==> config.mk <==
export PLATFORM = sky130hd
export DESIGN_NAME = ihl_error_header_log
export DESIGN_NICKNAME = d
export VERILOG_FILES = /design/src/logic/ihl_pkg.sv /design/src/logic/ihl_hdr_capture.sv /design/src/logic/ihl_error_header_log.sv
export SDC_FILE = /design/constraint.sdc
export NUM_CORES = 1
export LEC_CHECK = 0
export BUFFER_PORTS_ARGS = -buffer_cell sky130_fd_sc_hd__clkbuf_2
export CAP_MARGIN = 20
export CORE_UTILIZATION = 50
export DETAILED_ROUTE_END_ITERATION = 12
export PLACE_DENSITY = 0.76
export SYNTH_ARGS = -nofsm -noshare
export SYNTH_HDL_FRONTEND = slang
export SYNTH_SLANG_ARGS = --single-unit
==> constraint.sdc <==
create_clock -name i_clk -period 2.12 [get_ports i_clk]
set_clock_uncertainty 0.1 [all_clocks]
set_input_delay 0.212 -clock i_clk [delete_from_list [all_inputs] [get_ports i_clk]]
set_output_delay 0.212 -clock i_clk [all_outputs]
set_load 0.005 [all_outputs]
==> src/logic/ihl_pkg.sv <==
// package: layout, offsets and types of the core error header logs
`default_nettype none

package ihl_pkg;

   // ----------------------------------------------------------------
   // configuration space offsets (byte addresses, 12-bit space)
   // ----------------------------------------------------------------
   localparam logic [11:0] CFG_FATAL_HDR_OFS    = 12'h30c;
   localparam logic [11:0] CFG_NONFATAL_HDR_OFS = 12'h324;
   localparam int          CFG_ADDR_W           = 12;
   localparam int          CFG_DATA_W           = 32;
   localparam int          LOG_WORDS            = 4;

   // ----------------------------------------------------------------
   // log field layout
   // ----------------------------------------------------------------
   localparam int LOG_W          = 128;
   localparam int LOG_RSV_LSB    = 90;
   localparam int LOG_TYPE_BIT   = 89;
   localparam int LOG_MSG_LSB    = 81;
   localparam int LOG_MSI_LSB    = 65;
   localparam int LOG_ROUTE_LSB  = 58;
   localparam int LOG_FT_LSB     = 51;
   localparam int LOG_ADDR_W     = 51;
   localparam int LOG_DEST_LSB   = 21;
   localparam int LOG_HINT_BIT   = 20;
   localparam int LOG_MODE_BIT   = 19;
   localparam int LOG_DEST_W     = 30;
   localparam logic [LOG_W-1:0] LOG_RESET = 128'h0;

   // error type encoding
   localparam logic MASTER_ABORT_TYPE    = 1'h0;
   localparam logic COMPLETER_ABORT_TYPE = 1'h1;

   // ----------------------------------------------------------------
   // switch route id upper nibbles and lower code limits
   // ----------------------------------------------------------------
   localparam logic [3:0] ROUTE_PCIE_X16    = 4'h0;
   localparam logic [3:0] ROUTE_PLATFORM    = 4'h2;
   localparam logic [3:0] ROUTE_DMA         = 4'h3;
   localparam logic [3:0] ROUTE_MISC        = 4'h5;
   localparam logic [3:0] ROUTE_COHERENT    = 4'h6;
   localparam logic [2:0] PCIE_LAST_CODE    = 3'h3;
   localparam logic [2:0] PCIE_FIRST_DEVICE = 3'h3;
   localparam logic [2:0] DMA_LAST_CODE     = 3'h2;
   localparam logic [2:0] COHERENT_CODE     = 3'h0;

   typedef enum logic [2:0] {
      IHL_SRC_NONE,
      IHL_SRC_PCIE_X16,
      IHL_SRC_PLATFORM_HUB,
      IHL_SRC_DMA_ENGINE,
      IHL_SRC_MISC,
      IHL_SRC_COHERENT_LINK,
      IHL_SRC_RESERVED
   } ihl_src_t;

   typedef struct packed {
      ihl_src_t   cls;
      logic [2:0] unit;    // port device number for pcie, else lower code
      logic       legal;   // lower code is a defined one for the class
   } ihl_src_info_t;

   // datapath header of a failing transaction
   typedef struct packed {
      logic        err_type;
      logic [7:0]  msg_code;
      logic [15:0] msi_data;
      logic [6:0]  switch_route_id;
      logic [1:0]  fmt;
      logic [4:0]  pkt_type;
      logic [50:0] addr;
      logic        is_intr;
      logic        remap_en;
      logic [31:0] dest_id;
      logic        redirect_hint;
      logic        dest_mode;
   } ihl_err_hdr_t;

endpackage

`default_nettype wire

==> src/logic/ihl_hdr_capture.sv <==
// one sticky header log: formats and holds the captured header
`default_nettype none

module ihl_hdr_capture #(
   parameter bit REMAP_FMT = 1'h1
) (
   input  wire logic                      i_clk,
   input  wire logic                      i_por_rstn,
   input  wire logic                      i_take,
   input  wire logic                      i_clear,
   input  wire ihl_pkg::ihl_err_hdr_t     i_hdr,
   output logic [ihl_pkg::LOG_W-1:0]      o_log,
   output logic                           o_held
);

   // ----------------------------------------------------------------
   // header formatting
   // ----------------------------------------------------------------
   logic [ihl_pkg::LOG_W-1:0] log_next;

   always_comb begin
      log_next = ihl_pkg::LOG_RESET;
      log_next[ihl_pkg::LOG_TYPE_BIT] = i_hdr.err_type;
      log_next[ihl_pkg::LOG_MSG_LSB +: 8] = i_hdr.msg_code;
      log_next[ihl_pkg::LOG_MSI_LSB +: 16] = i_hdr.msi_data;
      log_next[ihl_pkg::LOG_ROUTE_LSB +: 7] = i_hdr.switch_route_id;
      log_next[ihl_pkg::LOG_FT_LSB +: 7] = {i_hdr.fmt, i_hdr.pkt_type};
      if (REMAP_FMT && i_hdr.is_intr && i_hdr.remap_en) begin
         // dest bits 31:30 are dropped; low address bits logged as zero
         log_next[ihl_pkg::LOG_DEST_LSB +: ihl_pkg::LOG_DEST_W] =
            i_hdr.dest_id[ihl_pkg::LOG_DEST_W-1:0];
         log_next[ihl_pkg::LOG_HINT_BIT] = i_hdr.redirect_hint;
         log_next[ihl_pkg::LOG_MODE_BIT] = i_hdr.dest_mode;
      end else begin
         log_next[ihl_pkg::LOG_ADDR_W-1:0] = i_hdr.addr;
      end
   end

   // ----------------------------------------------------------------
   // sticky storage, only the power-on reset clears the log; i_clear also clears the held flag
   // ----------------------------------------------------------------
   logic [ihl_pkg::LOG_W-1:0] log_reg;
   logic                      held_reg;

   always_ff @(posedge i_clk or negedge i_por_rstn) begin
      if (!i_por_rstn) begin
         log_reg <= ihl_pkg::LOG_RESET;
      end else if (i_take) begin
         log_reg <= log_next;
      end
   end

   // a new first error in the clear cycle wins over the clear
   always_ff @(posedge i_clk or negedge i_por_rstn) begin
      if (!i_por_rstn) begin
         held_reg <= 1'h0;
      end else if (i_take) begin
         held_reg <= 1'h1;
      end else if (i_clear) begin
         held_reg <= 1'h0;
      end
   end

   assign o_log  = log_reg;
   assign o_held = held_reg;

endmodule

`default_nettype wire

==> src/logic/ihl_error_header_log.sv <==
// core fatal / non-fatal first error header logs with config read port
// ------------------------------------------------------------------
// ------------------------------------------------------------------
`default_nettype none

module ihl_error_header_log (
   input  wire logic                             i_clk,
   input  wire logic                             i_rstn,
   input  wire logic                             i_por_rstn,
   input  wire logic                             i_err_valid,
   input  wire logic                             i_err_fatal,
   input  wire ihl_pkg::ihl_err_hdr_t            i_err_hdr,
   input  wire logic                             i_fatal_first_clr,
   input  wire logic                             i_nonfatal_first_clr,
   input  wire logic                             i_cfg_req,
   input  wire logic                             i_cfg_wr,
   input  wire logic [ihl_pkg::CFG_ADDR_W-1:0]   i_cfg_addr,
   output logic                                  o_cfg_ack,
   output logic [ihl_pkg::CFG_DATA_W-1:0]        o_cfg_rdata,
   output logic                                  o_fatal_held,
   output logic                                  o_nonfatal_held,
   output ihl_pkg::ihl_src_info_t                o_fatal_src,
   output ihl_pkg::ihl_src_info_t                o_nonfatal_src
);

   // ------------------------------------------------------------------
   // per-class capture (index 0 fatal, index 1 non-fatal)
   // ------------------------------------------------------------------
   localparam int NCLS = 2;

   logic [NCLS-1:0]               cls_hit;
   logic [NCLS-1:0]               cls_clr;
   logic [NCLS-1:0]               cls_take;
   logic [NCLS-1:0]               cls_held;
   logic [ihl_pkg::LOG_W-1:0]     cls_log [NCLS];

   assign cls_hit[0] = i_err_valid && i_err_fatal;
   assign cls_hit[1] = i_err_valid && !i_err_fatal;
   assign cls_clr[0] = i_fatal_first_clr;
   assign cls_clr[1] = i_nonfatal_first_clr;

   genvar g;
   generate
      for (g = 0; g < NCLS; g++) begin : g_cls
         // later errors of the class are dropped while one is held, except in a cycle with the class clear
         assign cls_take[g] = cls_hit[g] &&
            (!cls_held[g] || cls_clr[g]);

         ihl_hdr_capture #(
            .REMAP_FMT (g == 0)
         ) u_cap (
            .i_clk      (i_clk),
            .i_por_rstn (i_por_rstn),
            .i_take     (cls_take[g]),
            .i_clear    (cls_clr[g]),
            .i_hdr      (i_err_hdr),
            .o_log      (cls_log[g]),
            .o_held     (cls_held[g])
         );
      end
   endgenerate

   assign o_fatal_held    = cls_held[0];
   assign o_nonfatal_held = cls_held[1];

   // ------------------------------------------------------------------
   // configuration read decode
   // ------------------------------------------------------------------
   localparam int DW_W = ihl_pkg::CFG_ADDR_W - 2;
   localparam logic [DW_W-1:0] FATAL_DW =
      ihl_pkg::CFG_FATAL_HDR_OFS[ihl_pkg::CFG_ADDR_W-1:2];
   localparam logic [DW_W-1:0] NONFATAL_DW =
      ihl_pkg::CFG_NONFATAL_HDR_OFS[ihl_pkg::CFG_ADDR_W-1:2];
   localparam logic [DW_W-1:0] NWORDS = DW_W'(ihl_pkg::LOG_WORDS);

   logic [DW_W-1:0]                 req_dw;
   logic [DW_W-1:0]                 fatal_idx;
   logic [DW_W-1:0]                 nonfatal_idx;
   logic [ihl_pkg::CFG_DATA_W-1:0]  rdata_next;

   assign req_dw       = i_cfg_addr[ihl_pkg::CFG_ADDR_W-1:2];
   assign fatal_idx    = req_dw - FATAL_DW;
   assign nonfatal_idx = req_dw - NONFATAL_DW;

   // logs are read only: writes are acknowledged and dropped
   always_comb begin
      rdata_next = '0;
      if (fatal_idx < NWORDS) begin
         rdata_next = cls_log[0][fatal_idx[1:0]*32 +: 32];
      end else if (nonfatal_idx < NWORDS) begin
         rdata_next = cls_log[1][nonfatal_idx[1:0]*32 +: 32];
      end
   end

   logic                           ack_reg;
   logic [ihl_pkg::CFG_DATA_W-1:0] rdata_reg;

   always_ff @(posedge i_clk or negedge i_rstn) begin
      if (!i_rstn) begin
         ack_reg <= 1'h0;
      end else begin
         ack_reg <= i_cfg_req;
      end
   end

   // unmapped offsets and writes read back zero
   always_ff @(posedge i_clk or negedge i_rstn) begin
      if (!i_rstn) begin
         rdata_reg <= '0;
      end else if (i_cfg_req) begin
         rdata_reg <= i_cfg_wr ? '0 : rdata_next;
      end
   end

   assign o_cfg_ack   = ack_reg;
   assign o_cfg_rdata = rdata_reg;

   // ------------------------------------------------------------------
   // switch route id decode of the held headers
   // ------------------------------------------------------------------
   function automatic ihl_pkg::ihl_src_info_t decode_route(
      input logic [6:0] id
   );
      ihl_pkg::ihl_src_info_t info;
      info.cls   = ihl_pkg::IHL_SRC_RESERVED;
      info.unit  = id[2:0];
      info.legal = 1'h0;
      unique case (id[6:3])
         ihl_pkg::ROUTE_PCIE_X16: begin
            info.cls   = ihl_pkg::IHL_SRC_PCIE_X16;
            info.unit  = id[2:0] + ihl_pkg::PCIE_FIRST_DEVICE;
            info.legal = id[2:0] <= ihl_pkg::PCIE_LAST_CODE;
         end
         ihl_pkg::ROUTE_PLATFORM: begin
            info.cls   = ihl_pkg::IHL_SRC_PLATFORM_HUB;
            info.legal = 1'h1;
         end
         ihl_pkg::ROUTE_DMA: begin
            info.cls   = ihl_pkg::IHL_SRC_DMA_ENGINE;
            info.legal = id[2:0] <= ihl_pkg::DMA_LAST_CODE;
         end
         ihl_pkg::ROUTE_MISC: begin
            info.cls   = ihl_pkg::IHL_SRC_MISC;
            info.legal = 1'h1;
         end
         ihl_pkg::ROUTE_COHERENT: begin
            info.cls   = ihl_pkg::IHL_SRC_COHERENT_LINK;
            info.legal = id[2:0] == ihl_pkg::COHERENT_CODE;
         end
         default: begin
            // nibbles 0001, 0100, 0111..1111 carry no lower code
            info.cls   = ihl_pkg::IHL_SRC_RESERVED;
            info.legal = 1'h0;
         end
      endcase
      return info;
   endfunction

   ihl_pkg::ihl_src_info_t src_reg [NCLS];

   generate
      for (g = 0; g < NCLS; g++) begin : g_src
         // one cycle behind the log; none while nothing is held
         always_ff @(posedge i_clk or negedge i_rstn) begin
            if (!i_rstn) begin
               src_reg[g] <= '{ihl_pkg::IHL_SRC_NONE, 3'h0, 1'h0};
            end else if (cls_held[g]) begin
               src_reg[g] <= decode_route(
                  cls_log[g][ihl_pkg::LOG_ROUTE_LSB +: 7]);
            end else begin
               src_reg[g] <= '{ihl_pkg::IHL_SRC_NONE, 3'h0, 1'h0};
            end
         end
      end
   endgenerate

   assign o_fatal_src    = src_reg[0];
   assign o_nonfatal_src = src_reg[1];

   logic [ihl_pkg::LOG_W-1:0] flog;
   logic [ihl_pkg::LOG_W-1:0] nlog;
   assign flog = cls_log[0];
   assign nlog = cls_log[1];
endmodule

`default_nettype wire

==> impl_metrics.csv, run 1 <==
group,metric,value,unit
clocking,ctsLongestPathBuffers,3,
route,post_drt_wl_per_cell,18.41,microns
timing,relSlewSlack,0.5254,
worst_setup_path,worstReg2RegStart,"g_cls[1].u_cap.o_held",
worst_setup_path,critical_path_class,"flop to flop",
worst_setup_path,worst_setup_path_start_kind,"flop",
power,power_report.internal_total,8625,uW
die,die-height,149.1,microns
power,pwr_density_cell,818.9,nW/um^2
grt,largest_net_degree_at_the_start_of_global_routing,62,
die,placement_rows,53,
grt,grt_first_pass_wirelength,47980,microns
place,gp_routability_congestion,0.7934,
power,pwr-share-clk,0.362,
timing,post-route-min-period,1.889,ns
route,route.antenna.remaining_nets,0,
power,leakage,0.007010,uW
final_layout,finish.net_count,1481,
grt,grt_util_all_layers,0.2762,
clocking,clk_root_buffer_cell,"clkbuf_16",
route,dr_wl_met2,14880,microns
die,core_area,21090,sq um
route,top_layer_used,"met5",
route,num_vias,8735,
worst_setup_path,worstRegToRegCells,4,
route,wl,29760,microns
clocking,clk_pin_slew_worst_paths,0.06,ns
worst_setup_path,end_kind,"flop",
power,ir_worst_vdd,0.0006992,V
worst_setup_path,rr_endpoint,"g_cls[1].u_cap.o_log[55]",
min_path,min_delay_path_depth,2,
logic_synthesis,synth_seq_area_share,0.5297,
logic_synthesis,post_synthesis_mean_instance_area,10.63,sq um
logic_synthesis,synth_fp_nets,1175,
final_layout,drive_above_1_share,0.2993,
min_path,hp-class,"primary input to flop",
timing,totalNegativeSetupSlack,0,ns
final_layout,final_cell_area,14320,sq um
power,share_seq_of_total_power,0.461,
logic_synthesis,ys_dominant_reg_cell,"dfrtp_1",
timing,number_of_endpoints_with_negative_hold_slack_in_the_final_report,0,
route,drc,0,
timing,rsz0062_at_grt,"no",
route,drt_iter0_markers,416,
clocking,ctsResizeCount,0,
logic_synthesis,synth_most_common_cell,"dfrtp_1",
logic_synthesis,synthArstFlopShare,1.000,
run_status,status,"finished, final reports clean",
die,width_of_the_chip,149.1,microns
timing,actual_transition_at_the_worst_max_transition_pin,0.7119,ns
power,p_comb_frac,0.177,
route,route.met3.wl,1563,microns
route,drt-vias-per-instance,5.405,
power,sw_frac_of_total,0.2646,
final_layout,syn2layout_area_growth,32.38,%
min_path,hp-start,"i_cfg_req",
route,drt-met1-wl,12440,microns
clocking,clkLatencyLatePin,0.51,ns
grt,grt_overflow,0,
place,dpl.hpwl,18130,microns
grt,initial_antenna_violation_count,2,
clocking,cts_htree_levels,1,
logic_synthesis,syn_warnings,0,
timing,final.period_utilization,0.8909,
die,num_io_pins,196,
worst_setup_path,reg2reg_slack,0.23,ns
timing,finalMaxSlewViolations,0,
logic_synthesis,synthesis.area,10820,sq um
die,design.die.area,22230,sq um
worst_setup_path,crit_path_max_fanout,38,
logic_synthesis,synth_top_cell_area_share,0.5297,
logic_synthesis,post_synth_num_cell_types,45,
logic_synthesis,synth.cells.most_frequent,"229 x dfrtp_1, 226 x nand2_1, 120 x mux2_2, 72 x o21ai_0, 65 x mux2i_1",
clocking,cts_tree,"done",
place,io_buffer_count,191,
clocking,tritoncts_num_sinks,229,
place,post_dp_cell_area,12240,sq um
clocking,clock_buffers_created_by_tritoncts,25,
power,power_switching,3103,uW
logic_synthesis,ys_ff_latch,229,
worst_setup_path,cp_data_arrival_time,2.17,ns
timing,setup-violations-final,0,
min_path,hold-path-endpoint,"o_cfg_ack",
logic_synthesis,yosys.area.top_type,"dfrtp_1",
logic_synthesis,cell_count_after_synthesis,1018,
worst_setup_path,cp_data_required_time,2.41,ns
logic_synthesis,synth.top_cells.by_area,"dfrtp_1 53%, mux2_2 12%, nand2_1 7.8%",
logic_synthesis,synth_edf_count,0,
flow_run,cap_violations,0,
die,floorplan.initialDensity,0.5131,
route,firstDrtPassIters,4,
timing,clock.fmax,529.5,MHz
grt,first_global_vias,9290,
[area by class of cell]
class | count | area [sq um]
fill | 1548 | 6765
sequential | 229 | 5731
multi-input combinational | 709 | 4756
timing repair buffer | 349 | 2649
clock buffer | 39 | 758.2
tap | 275 | 344.1
clock inverter | 4 | 45.04
inverter | 10 | 37.54
antenna | 1 | 2.502
[how the worst max path moves through the flow]
stage,from,to
after floorplan,i_cfg_addr[2],o_cfg_rdata[10]
after global placement,i_cfg_addr[2],o_cfg_rdata[15]
after detailed placement,i_cfg_addr[2],o_cfg_rdata[5]
after CTS,g_cls[1].u_cap.o_held,g_cls[1].u_cap.o_log[55]
after global routing,g_cls[1].u_cap.o_held,g_cls[1].u_cap.o_log[55]
final,g_cls[1].u_cap.o_held,g_cls[1].u_cap.o_log[55]
[layout by cell type, fill, tap and decap left out, types with 2 or more instances in the layout]
cell and n:
nor2b_1 36, inv_1 10, buf_12 14, buf_4 17, nor2_1 19, clkbuf_16 25
o21ai_1 7, a21boi_0 2, mux2_2 120, and2b_2 2, o21ai_2 13, xnor2_1 4
nand2_1 225, dlygate4sd3_1 128, a22oi_1 26, o21a_1 2, mux2i_1 65, a21oi_1 39
and2_1 4, clkbuf_2 189, ha_1 9, o31a_1 2, o21ai_0 72, dfrtp_1 229
nand3b_1 4, nand2b_1 6, clkbuf_1 6, o22ai_1 2, clkbuf_8 9, nand3_1 21
o31ai_1 7, clkinv_2 3
[layer usage]
metal | GRT usage | vias up
met2 | 0.4849 | 277
met5 | 0 | -
met4 | 0.09082 | 2
met3 | 0.03853 | 59
li1 | - | 4105
met1 | 0.3502 | 4292
[stage by stage]
step                      setup WS (ns)  instances  power [uW]  utilization  hold WS (ns)
after floorplan                  0.1863       1018        6584            -       -0.1836
after global placement           0.1676       1444        7231       0.5802        0.1023
after detailed placement         0.1338       1444        7332       0.5802        0.1072
after CTS                        0.2562       1615       11780       0.6791       0.04663
after global routing             0.1470       1615       12280       0.6791       0.06403
final                            0.2313       1616       11730       0.6792       0.07225
[flip-flops by register name, indices dropped and copies added, names as in the netlist]
name	flops
g_cls.u_cap.o_held	2
g_cls.u_cap.o_log	180
o_cfg_ack	1
o_cfg_rdata	32
o_fatal_src	7
o_nonfatal_src	7
[cells by family (layout without fill, tap and decap cells)]
family / count (synthesis) / count (layout) / synth area share
AND/OR/NAND/NOR: 330 / 330 / 0.1344
XOR/XNOR: 5 / 5 / 0.004047
AO/OA/AOI/OAI: 179 / 179 / 0.1011
adder cells (fa/ha/maj): 10 / 10 / 0.01156
multiplexers: 185 / 185 / 0.1850
buffers and inverters: 80 / 402 / 0.03423
other: 0 / 1 / 0
flip-flops: 229 / 229 / 0.5297
[power by group through the flow]
stage / Sequential (uW) / Clock [uW] / Combinational (uW)
global route: 5480 / 4500 / 2300
global placement: 5420 / 0 / 1810
floorplan: 5310 / 0 / 1270
finish: 5410 / 4250 / 2080
CTS: 5390 / 4320 / 2070
detailed placement: 5460 / 0 / 1870
[worst max-delay path, stage by stage (launching register included)]
cell and delay [ns]:
dfrtp_1 0.51, nand2b_1 0.13, nand3b_1 0.33, buf_12 0.30, mux2_2 0.37
[what timing repair did]
item / CTS / global route
hold buffers: 128 / 0
buffers inserted: 0 / 0
hold endpoints to repair: 363 / 0
No activity file was read; power rests on OpenSTA's default activity.
==> inputs of run 2 (changes only) <==
- clock period: 2.12 -> 1.9 ns (I/O delays scaled with it)
==> impl_metrics.csv, run 2 (same netlist as run 1, synthesis figures left out) <==
group,metric,value,unit
final_layout,finish.net_count,1493,
die,width_of_the_chip,149.1,microns
clocking,ctsLongestPathBuffers,3,
worst_setup_path,critical_path_class,"primary input to flop",
clocking,clk_pin_slew_worst_paths,0.06,ns
power,sw_frac_of_total,0.2650,
timing,clock.fmax,600.7,MHz
grt,grt_overflow,0,
power,power_switching,3476,uW
grt,grt_util_all_layers,0.2727,
timing,number_of_endpoints_with_negative_hold_slack_in_the_final_report,0,
clocking,tritoncts_num_sinks,229,
final_layout,drive_above_1_share,0.3070,
min_path,hp-start,"i_cfg_req",
clocking,clkLatencyLatePin,0.50,ns
clocking,clock_buffers_created_by_tritoncts,25,
timing,finalMaxSlewViolations,0,
place,dpl.hpwl,18450,microns
clocking,ctsResizeCount,0,
place,gp_routability_congestion,0.8126,
worst_setup_path,cp_data_required_time,2.19,ns
worst_setup_path,end_kind,"flop",
final_layout,fin_cells,1628,
final_layout,post-route-util,0.6846,
route,drt_iter0_markers,537,
worst_setup_path,worstRegToRegCells,4,
power,power_report.internal_total,9642,uW
final_layout,largest_reg_flops,180,
timing,rsz0062_at_grt,"no",
timing,final.period_utilization,0.8761,
die,die-height,149.1,microns
die,floorplan.initialDensity,0.5131,
worst_setup_path,reg2reg_slack,0.27,ns
power,ir_worst_vdd,0.0007762,V
route,drc,0,
grt,first_global_vias,9127,
worst_setup_path,crit_path_max_fanout,31,
power,pwr-share-clk,0.361,
final_layout,mostFrequentLayoutCells,"229 x dfrtp_1, 225 x nand2_1, 189 x clkbuf_2",
place,io_buffer_count,191,
timing,actual_transition_at_the_worst_max_transition_pin,0.5984,ns
die,num_io_pins,196,
route,wl,29570,microns
timing,worst_slack,0.2354,ns
route,num_vias,8830,
min_path,min_delay_path_depth,2,
power,share_seq_of_total_power,0.459,
worst_setup_path,rr_endpoint,"o_nonfatal_src[3]",
power,leakage,0.007074,uW
clocking,cts_htree_levels,1,
power,p_comb_frac,0.179,
final_layout,final_common_cell,"dfrtp_1",
power,total_power_of_the_final_layout,13120,uW
min_path,hold-path-endpoint,"o_cfg_ack",
clocking,cts_tree,"done",
grt,initial_antenna_violation_count,1,
flow_run,cap_violations,0,
timing,totalNegativeSetupSlack,0,ns
worst_setup_path,worst_setup_path_start_kind,"primary input",
die,core_area,21090,sq um
run_status,status,"finished, final reports clean",
route,drt-vias-per-instance,5.424,
die,design.die.area,22230,sq um
route,post_drt_wl_per_cell,18.16,microns
place,place.detailed.instances,1455,
power,pwr_density_cell,908.6,nW/um^2
worst_setup_path,worstReg2RegStart,"g_cls[1].u_cap.o_log[62]",
route,route.antenna.remaining_nets,0,
min_path,hp-class,"primary input to flop",
worst_setup_path,cp_data_arrival_time,1.95,ns
die,placement_rows,53,
place,place_ws,-0.05495,ns
grt,grt_first_pass_wirelength,47270,microns
clocking,clk_root_buffer_cell,"clkbuf_16",
timing,post-route-min-period,1.665,ns
final_layout,syn2layout_area_growth,33.45,%
route,firstDrtPassIters,5,
grt,largest_net_degree_at_the_start_of_global_routing,62,
timing,setup-violations-final,0,
timing,relSlewSlack,0.6011,
## run 2: changes by cell type in the layout (fill, tap and decap cells not counted)
cell           before  now
dlygate4sd3_1     128  129
buf_4              17   27
buf_12             14   15
clkinvlp_4          0    1
clkinv_2            3    4
clkbuf_1            6    3
clkinv_4            0    1
## run 2: worst max path at each step
stage | from | endpoint | depth (start not counted)
after global routing | g_cls[1].u_cap.o_log[58] | o_nonfatal_src[0] | 7
after detailed placement | i_cfg_addr[2] | o_cfg_rdata[29] | 7
after floorplan | i_cfg_addr[2] | o_cfg_rdata[10] | 11
after CTS | i_nonfatal_first_clr | g_cls[1].u_cap.o_log[71] | 7
after global placement | i_cfg_addr[2] | o_cfg_rdata[10] | 7
final | i_nonfatal_first_clr | g_cls[1].u_cap.o_log[71] | 7
## run 2: timing repair
action                                  4_1_cts  5_1_grt
endpoints found under the hold margin       359        0
hold buffers                                129        0
endpoints found under the setup margin        0        0
buffers inserted                              0        0
## run 2: per-layer routing
layer  track usage  up-vias  wire length, microns  share of wire
met1        0.3501     4370                 12340           0.42
met3       0.05138       58                  1640          0.055
met4       0.08316        2                   724          0.024
li1              -     4130                     -              -
met5             0        -                    12        0.00041
met2        0.4667      270                 14850           0.50
## run 2: critical path, stage by stage
cell and delay [ns]:
dlygate4sd3_1 0.54, clkbuf_2 0.10, nand2b_1 0.14, nand3b_1 0.13, buf_12 0.22, buf_12 0.24, mux2_2 0.37
## run 2: area by class of cell
cell class              count  area [sq um]
flip-flops and latches    229          5731
multi-input cells         709          4756
clock inverters             7         66.31
fillers                  1510          6650
inverters                  10         37.54
clock buffers              36         747.0
repair buffers            361          2754
diodes                      1         2.502
well taps                 275         344.1
## run 2: stage by stage
stage	hold WS, ns	instance area [sq um]
floorplan	-0.2056	10820
global placement	0.09962	12330
detailed placement	0.1132	12330
CTS	0.03327	14440
global route	0.05316	14440
finish	0.05221	14440
## run 2: power groups by stage
stage | clock network, uW | logic (uW) | registers (uW)
floorplan | 0 | 1420 | 5930
global placement | 0 | 2050 | 6040
detailed placement | 0 | 2120 | 6090
CTS | 4820 | 2350 | 6010
global route | 5020 | 2600 | 6100
finish | 4740 | 2350 | 6030
